### src/hdl/svmon_pkg.sv
// package: register map, fields and reset values of the supply monitor
package svmon_pkg;
  // register byte offsets
  localparam logic [7:0] CFG_OFF    = 8'h00;
  localparam logic [7:0] STATUS_OFF = 8'h04;
  localparam logic [7:0] IRQ_OFF    = 8'h08;
  localparam logic [7:0] MASK_OFF   = 8'h0c;
  // configuration field positions
  localparam int CFG_PWRD_BIT  = 0;
  localparam int CFG_RSTD_BIT  = 1;
  localparam int CFG_STOP_BIT  = 2;
  localparam int CFG_TRIP_BIT  = 3;
  localparam int CFG_W         = 4;
  // status and interrupt field positions
  localparam int STAT_LOW_BIT  = 0;
  localparam int STAT_RST_BIT  = 1;
  localparam int STAT_GATE_BIT = 2;
  localparam int IRQ_LOW_BIT   = 0;
  localparam int IRQ_RST_BIT   = 1;
  localparam int IRQ_W         = 2;
  // reset values: monitor powered, resets on, 3 V thresholds
  localparam logic [CFG_W-1:0] CFG_RST  = 4'h0;
  localparam logic [IRQ_W-1:0] MASK_RST = 2'h0;
  // synchroniser depth
  localparam int SYNC_STAGES = 2;
  // trip level encoding
  typedef enum logic {trip_3v_type_e = 1'b0, trip_5v_type_e = 1'b1}
    svmon_trip_type;
endpackage : svmon_pkg

### src/hdl/svmon_sync.sv
// module: level synchroniser for the asynchronous comparator output
`timescale 1ns/1ns
module svmon_sync #(
  parameter int  STAGES = 2,
  parameter logic RST_VAL = 1'b0
) (
  input  wire logic hclk,     // bus clock
  input  wire logic hresetn,  // async reset, active low
  input  wire logic d,        // asynchronous level
  output logic      q         // synchronised level
);
  logic [STAGES-1:0] stage_r;
  logic [STAGES-1:0] stage_nxt;

  // shift chain; only the last stage is read outside
  always_comb begin
    stage_nxt = {stage_r[STAGES-2:0], d};
  end

  always_ff @(posedge hclk or negedge hresetn) begin
    if (!hresetn) begin
      stage_r <= {STAGES{RST_VAL}};
    end else begin
      stage_r <= stage_nxt;
    end
  end

  assign q = stage_r[STAGES-1];
endmodule : svmon_sync

### src/hdl/svmon_top.sv
// module: supply monitor control logic with ahb-lite registers
//
// Chosen here: the address map and register access over AHB-Lite.
`timescale 1ns/1ns
// Behaviour
// - out of reset the monitor is powered and armed before any write
// - power-disable zero keeps comparator powered; one switches monitor off
// - reset-disable zero and powered: low comparator output asserts reset
// - stop-enable one keeps monitoring alive during stop mode
// - trip select one picks 5 V thresholds, zero picks 3 V
// - trip select defaults to 3 V after power-on reset
// - selecting 5 V while below its falling level enters reset at once
// - reset held until comparator reports supply above rising level
// - read-only status flag mirrors comparator, even with resets off
// - rising release level sits a hysteresis margin above falling level
module svmon_top (
  input  wire logic        hclk,           // bus clock, 125 MHz
  input  wire logic        hresetn,        // async reset, active low
  input  wire logic        hsel,           // slave select
  input  wire logic [7:0]  haddr,          // byte address
  input  wire logic [1:0]  htrans,         // transfer type
  input  wire logic        hwrite,         // write strobe
  input  wire logic [2:0]  hsize,          // transfer size
  input  wire logic [31:0] hwdata,         // write data
  input  wire logic        hready,         // bus ready in
  output logic [31:0]      hrdata,         // read data
  output logic             hreadyout,      // slave ready
  output logic             hresp,          // always okay
  input  wire logic        cmp_low,        // comparator: supply below level
  input  wire logic        stop_mode,      // processor in stop mode
  output logic             monitor_power,  // powers reference and comparator
  output logic             trip_level_select, // 1 = 5 V thresholds
  output logic             lv_reset_req,   // to reset sequencer, active high
  output logic             irq             // level interrupt
);
  // configuration
  logic [svmon_pkg::CFG_W-1:0] cfg_r, cfg_nxt;
  // status, interrupt and mask
  logic                        low_flag_r, low_flag_nxt;
  logic                        rst_hold_r, rst_hold_nxt;
  logic [svmon_pkg::IRQ_W-1:0] irq_stat_r, irq_stat_nxt;
  logic [svmon_pkg::IRQ_W-1:0] mask_r, mask_nxt;
  // bus data phase capture
  logic                        wr_pend_r, wr_pend_nxt;
  logic [7:0]                  wr_addr_r, wr_addr_nxt;
  logic [31:0]                 hrdata_nxt;
  // outputs
  logic                        pwr_r, pwr_nxt;
  logic                        trip_r, trip_nxt;
  logic                        irq_r, irq_nxt;
  logic                        cmp_sync;
  logic                        active;
  logic                        addr_ph;
  logic [svmon_pkg::IRQ_W-1:0] irq_evt, irq_clr;

  // comparator output synchronised before any use
  svmon_sync #(
    .STAGES  (svmon_pkg::SYNC_STAGES),
    .RST_VAL (1'b0)
  ) u_sync (
    .hclk    (hclk),
    .hresetn (hresetn),
    .d       (cmp_low),
    .q       (cmp_sync)
  );

  // monitor runs when powered and not gated by stop mode
  always_comb begin
    active = !cfg_r[svmon_pkg::CFG_PWRD_BIT] &&
             (!stop_mode || cfg_r[svmon_pkg::CFG_STOP_BIT]);
  end

  // low flag and reset hold; the analog comparator supplies the falling
  // and rising thresholds, so its output already carries the hysteresis
  always_comb begin
    low_flag_nxt = low_flag_r;
    rst_hold_nxt = rst_hold_r;
    if (active) begin
      low_flag_nxt = cmp_sync;
      // held while comparator still low, released once it reports high
      if (!cfg_r[svmon_pkg::CFG_RSTD_BIT] && cmp_sync) begin
        rst_hold_nxt = 1'b1;
      end else if (!cmp_sync) begin
        rst_hold_nxt = 1'b0;
      end
    end else if (cfg_r[svmon_pkg::CFG_PWRD_BIT]) begin
      // powered off: nothing to report, drop any hold
      low_flag_nxt = 1'b0;
      rst_hold_nxt = 1'b0;
    end
    // gated by stop mode: both stay frozen
  end

  // ahb-lite address phase qualifier
  always_comb begin
    addr_ph = hsel && hready && htrans[1];
  end

  // write capture and config update
  always_comb begin
    wr_pend_nxt = addr_ph && hwrite;
    wr_addr_nxt = addr_ph ? haddr : wr_addr_r;
    cfg_nxt     = cfg_r;
    mask_nxt    = mask_r;
    irq_clr     = '0;
    if (wr_pend_r) begin
      unique case (wr_addr_r)
        svmon_pkg::CFG_OFF:  cfg_nxt  = hwdata[svmon_pkg::CFG_W-1:0];
        svmon_pkg::MASK_OFF: mask_nxt = hwdata[svmon_pkg::IRQ_W-1:0];
        svmon_pkg::IRQ_OFF:  irq_clr  = hwdata[svmon_pkg::IRQ_W-1:0];
        default: ;
      endcase
    end
  end

  // sticky events: new low detect, new reset assertion; set beats clear
  always_comb begin
    irq_evt = '0;
    irq_evt[svmon_pkg::IRQ_LOW_BIT] = low_flag_nxt && !low_flag_r;
    irq_evt[svmon_pkg::IRQ_RST_BIT] = rst_hold_nxt && !rst_hold_r;
    irq_stat_nxt = (irq_stat_r & ~irq_clr) | irq_evt;
    irq_nxt      = |(irq_stat_nxt & mask_nxt);
  end

  // read data for the data phase, registered; unmapped reads return zero
  always_comb begin
    hrdata_nxt = 32'h0000_0000;
    if (addr_ph && !hwrite) begin
      unique case (haddr)
        svmon_pkg::CFG_OFF:
          hrdata_nxt[svmon_pkg::CFG_W-1:0] = cfg_r;
        svmon_pkg::STATUS_OFF: begin
          hrdata_nxt[svmon_pkg::STAT_LOW_BIT]  = low_flag_r;
          hrdata_nxt[svmon_pkg::STAT_RST_BIT]  = rst_hold_r;
          hrdata_nxt[svmon_pkg::STAT_GATE_BIT] = !active;
        end
        svmon_pkg::IRQ_OFF:
          hrdata_nxt[svmon_pkg::IRQ_W-1:0] = irq_stat_r;
        svmon_pkg::MASK_OFF:
          hrdata_nxt[svmon_pkg::IRQ_W-1:0] = mask_r;
        default: ;
      endcase
    end
  end

  // outputs from flops
  always_comb begin
    pwr_nxt  = !cfg_nxt[svmon_pkg::CFG_PWRD_BIT];
    trip_nxt = cfg_nxt[svmon_pkg::CFG_TRIP_BIT];
  end

  // single register stage for all state
  always_ff @(posedge hclk or negedge hresetn) begin
    if (!hresetn) begin
      cfg_r      <= svmon_pkg::CFG_RST;
      mask_r     <= svmon_pkg::MASK_RST;
      irq_stat_r <= '0;
      low_flag_r <= 1'b0;
      rst_hold_r <= 1'b0;
      wr_pend_r  <= 1'b0;
      wr_addr_r  <= 8'h00;
      hrdata     <= 32'h0000_0000;
      pwr_r      <= 1'b1;
      trip_r     <= 1'b0;
      irq_r      <= 1'b0;
    end else begin
      cfg_r      <= cfg_nxt;
      mask_r     <= mask_nxt;
      irq_stat_r <= irq_stat_nxt;
      low_flag_r <= low_flag_nxt;
      rst_hold_r <= rst_hold_nxt;
      wr_pend_r  <= wr_pend_nxt;
      wr_addr_r  <= wr_addr_nxt;
      hrdata     <= hrdata_nxt;
      pwr_r      <= pwr_nxt;
      trip_r     <= trip_nxt;
      irq_r      <= irq_nxt;
    end
  end

  // zero wait states, okay only: keeps the bus simple
  assign hreadyout         = 1'b1;
  assign hresp             = 1'b0;
  assign monitor_power     = pwr_r;
  assign trip_level_select = trip_r;
  assign lv_reset_req      = rst_hold_r;
  assign irq               = irq_r;
endmodule : svmon_top

### config.mk
export PLATFORM = sky130hd
export DESIGN_NAME = svmon_top
export DESIGN_NICKNAME = d
export VERILOG_FILES = /design/src/hdl/svmon_pkg.sv /design/src/hdl/svmon_sync.sv /design/src/hdl/svmon_top.sv
export SDC_FILE = /design/constraint.sdc
export NUM_CORES = 1
export LEC_CHECK = 0
export ABC_CLOCK_PERIOD_IN_PS = 1800
export BUFFER_PORTS_ARGS = -buffer_cell sky130_fd_sc_hd__buf_2
export CORE_MARGIN = 3
export CORE_UTILIZATION = 42
export CTS_CLUSTER_DIAMETER = 120
export DETAILED_ROUTE_END_ITERATION = 16
export GPL_TIMING_DRIVEN = 1
export PLACE_DENSITY_LB_ADDON = 0.08
export SYNTH_ARGS = -nofsm -noshare
export SYNTH_HDL_FRONTEND = slang
export SYNTH_HIERARCHICAL = 1
export SYNTH_SLANG_ARGS = --single-unit
export TNS_END_PERCENT = 100
### constraint.sdc
create_clock -name hclk -period 1.8 [get_ports hclk]
set_input_delay 0.18 -clock hclk [delete_from_list [all_inputs] [get_ports hclk]]
set_output_delay 0.18 -clock hclk [all_outputs]
set_load 0.01 [all_outputs]
Yosys cells after proc, flatten, opt, wreduce, memory -nomap -nowiden. Index checks and enable logic that the tools add are counted. W data, S select, Z words.

Eq/ne operators: 5. Multiplexer cells: 16. Bitwise operators: 4. Reduce and logical (&&, ||, !) cells: 21.

Operator list (number): $eq A8 B4 Y1 const B (4); $logic_not A8 Y1 (2); $mux W4 (3); $eq A8 B3 Y1 const B (1); $logic_and A1 B1 Y1 (8); $logic_not A1 Y1 (8); $mux W2 (4); $pmux W2 S4 (1); $mux W1 (7); $and A2 B2 Y2 (2); $not A2 Y2 (1); $or A2 B2 Y2 (1); $pmux W1 S2 (1); $reduce_and A2 Y1 (1); $reduce_or A2 Y1 (1); $logic_or A1 B1 Y1 (1).

Flip-flop bits (word level): 28. Output and inout port bits: 38.

Logic depth before layout (Yosys ltp).
Depth after elaboration: 8. Gate-level depth with buffers: 4. Depth with buffers taken out: 4.

Hierarchy. Netlist, hierarchy kept.

By module, submodules not included: svmon_top (times used 1, cells an instance 107, area an instance 1336.3 um^2, sequential area each 626.9 um^2); svmon_sync (times used 1, cells an instance 2, area an instance 50.0 um^2, sequential area each 50.0 um^2).

Least setup slack after synthesis. Ideal clock, no wire load.

Path kind: register -> register. Start point: reg wr_addr_r[4]. End point: reg irq_r, in the netlist irq. Library setup time: 0.121 ns. Data arrival time: 1.489 ns. Setup slack: 0.190 ns. Stages on the path, launching flop included: 5. Clock period less this slack: 1.610 ns. Cell sequence: dfrtp_1 -> nor4b_4 -> and4_4 -> mux2_4 -> a22o_1.

Elaborated cells on any way between the ends: 11. Those cells by class: eq/ne: 2; mux: 4; bitwise: 4; reduce/logical: 1.

RTL lines: start, declared (RTL line svmon_top.sv:45) `logic [7:0] wr_addr_r, wr_addr_nxt;`; start signal, assigned (RTL line svmon_top.sv:173) `wr_addr_r <= wr_addr_nxt;`; $eq A8 B4 Y1 (RTL line svmon_top.sv:107) `unique case (wr_addr_r)`; $mux W2 (RTL line svmon_top.sv:107); $mux W2 (RTL line svmon_top.sv:106) `if (wr_pend_r) begin`; net mask_nxt, one bit (RTL line svmon_top.sv:42) `logic [svmon_pkg::IRQ_W-1:0] mask_r, mask_nxt;`; $and A2 B2 Y2 (RTL line svmon_top.sv:122) `irq_nxt = |(irq_stat_nxt & mask_nxt);`; $reduce_or A2 Y1 (RTL line svmon_top.sv:122); net irq_nxt (RTL line svmon_top.sv:50) `logic irq_r, irq_nxt;`; end signal, assigned (RTL line svmon_top.sv:177) `irq_r <= irq_nxt;`; end, declared (RTL line svmon_top.sv:50).

The timed path passes the listed nets, and every way through them passes these cells. A chain may end at the register's enable or synchronous reset.

Final worst setup path. Ends and elaborated chain as after synthesis.

==> results.toml <==
[sta]
finalSetupViolCount = 0
rsz0062_at_grt = "false"
tightest_slew_ns = 0.5922
drv_slew = 0
clock_skew_ns = 0.003400
setup_tns_ns = 0
slew_headroom = 0.6052
hold_viol_final = 0
finalWorstSetupSlack_ns = 0.1222
fin_crit_ns = 1.678
post-route-period-util = 0.9321
max_freq_mhz = 596.0

[clocking]
post_cts_buffers = 0
clockBufferDepth = 2
clk_root_buffer_cell = "clkbuf_4"
cts_tree = "yes"
cts_resized = 0
path_clk_slew_ns = 0.15
insertion_delay_ns = 0.32
cts.sinks = 27
htreeDepth = 1
cts_buffers = 3

[global_route]
antenna_found_initial = 0
grt-busiest-layer = "met2"
grt_pass1_wl_um = 3532
grt-ovfl-total = 0
grt_use_met3 = 0.02496
use_met2 = 0.1760
grt_pass1_vias = 772
grt_usage = 0.1140
grt_use_met1 = 0.1506
grt_max_degree = 28

[placed_design]
pre_cts_ws_ns = 0.1397
placed_cells = 179
routabilityCongestion = 0.7149
place.port_buffers = 27
hpwl_um = 1737

[layout]
regArea_sq_um = 676.9
nets = 194
num-fill-cells = 296
multiInputGateArea_sq_um = 581.8
fin_cells = 185
area_delta_synth_final_pct = 9.206
finish.utilization = 0.4879
diodes = 0
drive_gt1_frac = 0.4326

[die]
fp.coreArea_sq_um = 3103
start_util = 0.4468
dieArea_sq_um = 4026
chipHeight_um = 63.45
top_level_ports = 90
num_rows = 20
die_width_um = 63.45

[detailed_routing]
ant_nets = 0
avgRoutedWirePerCell_um = 11.92
drt-initial-drc-count = 6
vias = 818
viasPerCell = 4.422
drc_errors = 0
routed_wl_um = 2205
drtPass1Iterations = 3

[run]
cap_violations = 0

[critical_path]
crit_family = "simple AND/OR/NAND/NOR gates"
cp_max_fo = 2
crit_slowest_cell = "dfrtp_1"
cp_slowest_stage_delay_ns = 0.43
r2r_start = "wr_addr_r[4]"
worstPathBufferInverterCount = 0
worstSetupStartpointType = "register"
path_cells = "nor4b_4, and4_4, mux2_4, a22o_1"
cp.required_ns = 2.03
crit_path_end_kind = "register"
reg2reg_to = "irq"
critical_path_class = "register to register"
cp.arrival_ns = 1.91
r2r_slack_ns = 0.12
reg2reg_depth = 4

[pwr]
power_density_nw_per_um2 = 765.6
irDropWorstVdd_uv = 434.5
total_power_w = 0.001159
p_leak_nw = 0.7356

[min_path]
min_path_type = "input port to register"
holdPathStages = 2
hold_path.startpoint = "hwdata[0]"
hold_end = "monitor_power"

[synth]
synth_area_per_cell_sq_um = 12.72
yosysSeqAreaShare = 0.4883
ys_types = 26
syn_inst = 109
synth_warnings = 6
syn_area_sq_um = 1386
ys_ff_latch = 27

[outcome]
status = "completed"
-- cells in the final DEF (no fill, tap or decap), drive strengths merged, types with 3 or more instances in the layout --
master,n
buf,28
nor3,3
dfrtp,26
clkbuf,3
nor2,10
mux2,14
conb,30
-- metal layers --
| layer | wire length (um) | up-vias | share of wire |
|---|---|---|---|
| met3 | 171 | 2 | 0.078 |
| met5 | 0 | - | 0 |
| met1 | 967 | 397 | 0.44 |
| li1 | - | 380 | - |
| met4 | 17 | 0 | 0.0077 |
| met2 | 1049 | 39 | 0.48 |
-- worst max path at each step --
| stage | startpoint | end | slack (ns) | cells past startpoint |
|---|---|---|---|---|
| final | wr_addr_r[4] | irq | 0.12 | 4 |
| after floorplan | wr_addr_r[4] | irq | 0.19 | 4 |
| after global placement | wr_addr_r[4] | irq | 0.13 | 4 |
| after global routing | wr_addr_r[4] | irq | 0.04 | 4 |
| after CTS | wr_addr_r[4] | irq | 0.11 | 4 |
| after detailed placement | wr_addr_r[4] | irq | 0.14 | 4 |
-- sequential cells by signal, summed over array words and instances, names as in the netlist --
register	flops
wr_addr_r	8
cfg_r	4
hrdata	4
irq_stat_r	2
mask_r	2
u_sync/stage_r	2
irq	1
low_flag_r	1
lv_reset_req	1
monitor_power	1
wr_pend_r	1
-- worst reg2reg max path, stage by stage (launching register included) --
cell	delay, ns
dfrtp_1	0.43
nor4b_4	0.32
and4_4	0.29
mux2_4	0.31
a22o_1	0.23
-- cell type report --
class | count | share of cell area
Sequential cell | 27 | 0.4471
Multi-Input combinational cell | 78 | 0.3843
Timing Repair Buffer | 30 | 0.1074
Tap cell | 44 | 0.03636
Clock buffer | 3 | 0.01488
Clock inverter | 1 | 0.004959
Inverter | 2 | 0.004959
-- synthesized netlist by cell type (all sizes together) --
master / instances / area share
dfrtp: 26 / 0.47
a32o: 2 / 0.014
or4: 1 / 0.0081
mux2i: 2 / 0.014
nand4: 2 / 0.0090
nand3: 1 / 0.0072
and4: 1 / 0.0081
dfstp: 1 / 0.019
inv: 2 / 0.0054
mux2: 14 / 0.12
buf: 30 / 0.16
conb: 2 / 0.0054
nor4b: 2 / 0.028
nand2: 2 / 0.0072
nor2b: 1 / 0.0045
nor2: 10 / 0.038
nor4: 1 / 0.0090
a22o: 1 / 0.0063
nor3: 3 / 0.011
mux4: 2 / 0.032
and3: 2 / 0.011
a2111oi: 1 / 0.011
-- power by group --
part	internal, W	total [W]	switching, W
Combinational	0.0000827	0.000179	0.0000965
Sequential	0.000663	0.000713	0.0000507
Clock	0.0000850	0.000267	0.000182
Total	0.000830	0.00116	0.000329
-- cell families after synthesis --
group | count (synthesis) | share of synthesized area
other cells | 2 | 0.005417
simple gates | 26 | 0.1408
flops | 27 | 0.4883
mux | 18 | 0.1661
buf+inv | 32 | 0.1679
compound gates | 4 | 0.03159
-- what timing repair did --
item                       in CTS  in global routing
hold buffers                    2                  0
hold endpoints to repair       27                  0
setup endpoints to repair       0                  0
-- through the flow --
stage	area (sq um)	hold slack (ns)
after global placement	1464	0.2225
final	1514	0.03834
after CTS	1514	0.03028
after detailed placement	1464	0.2188
after global routing	1514	0.03705
after floorplan	1491	-0.1156
Power figures use the tool's default switching activity.
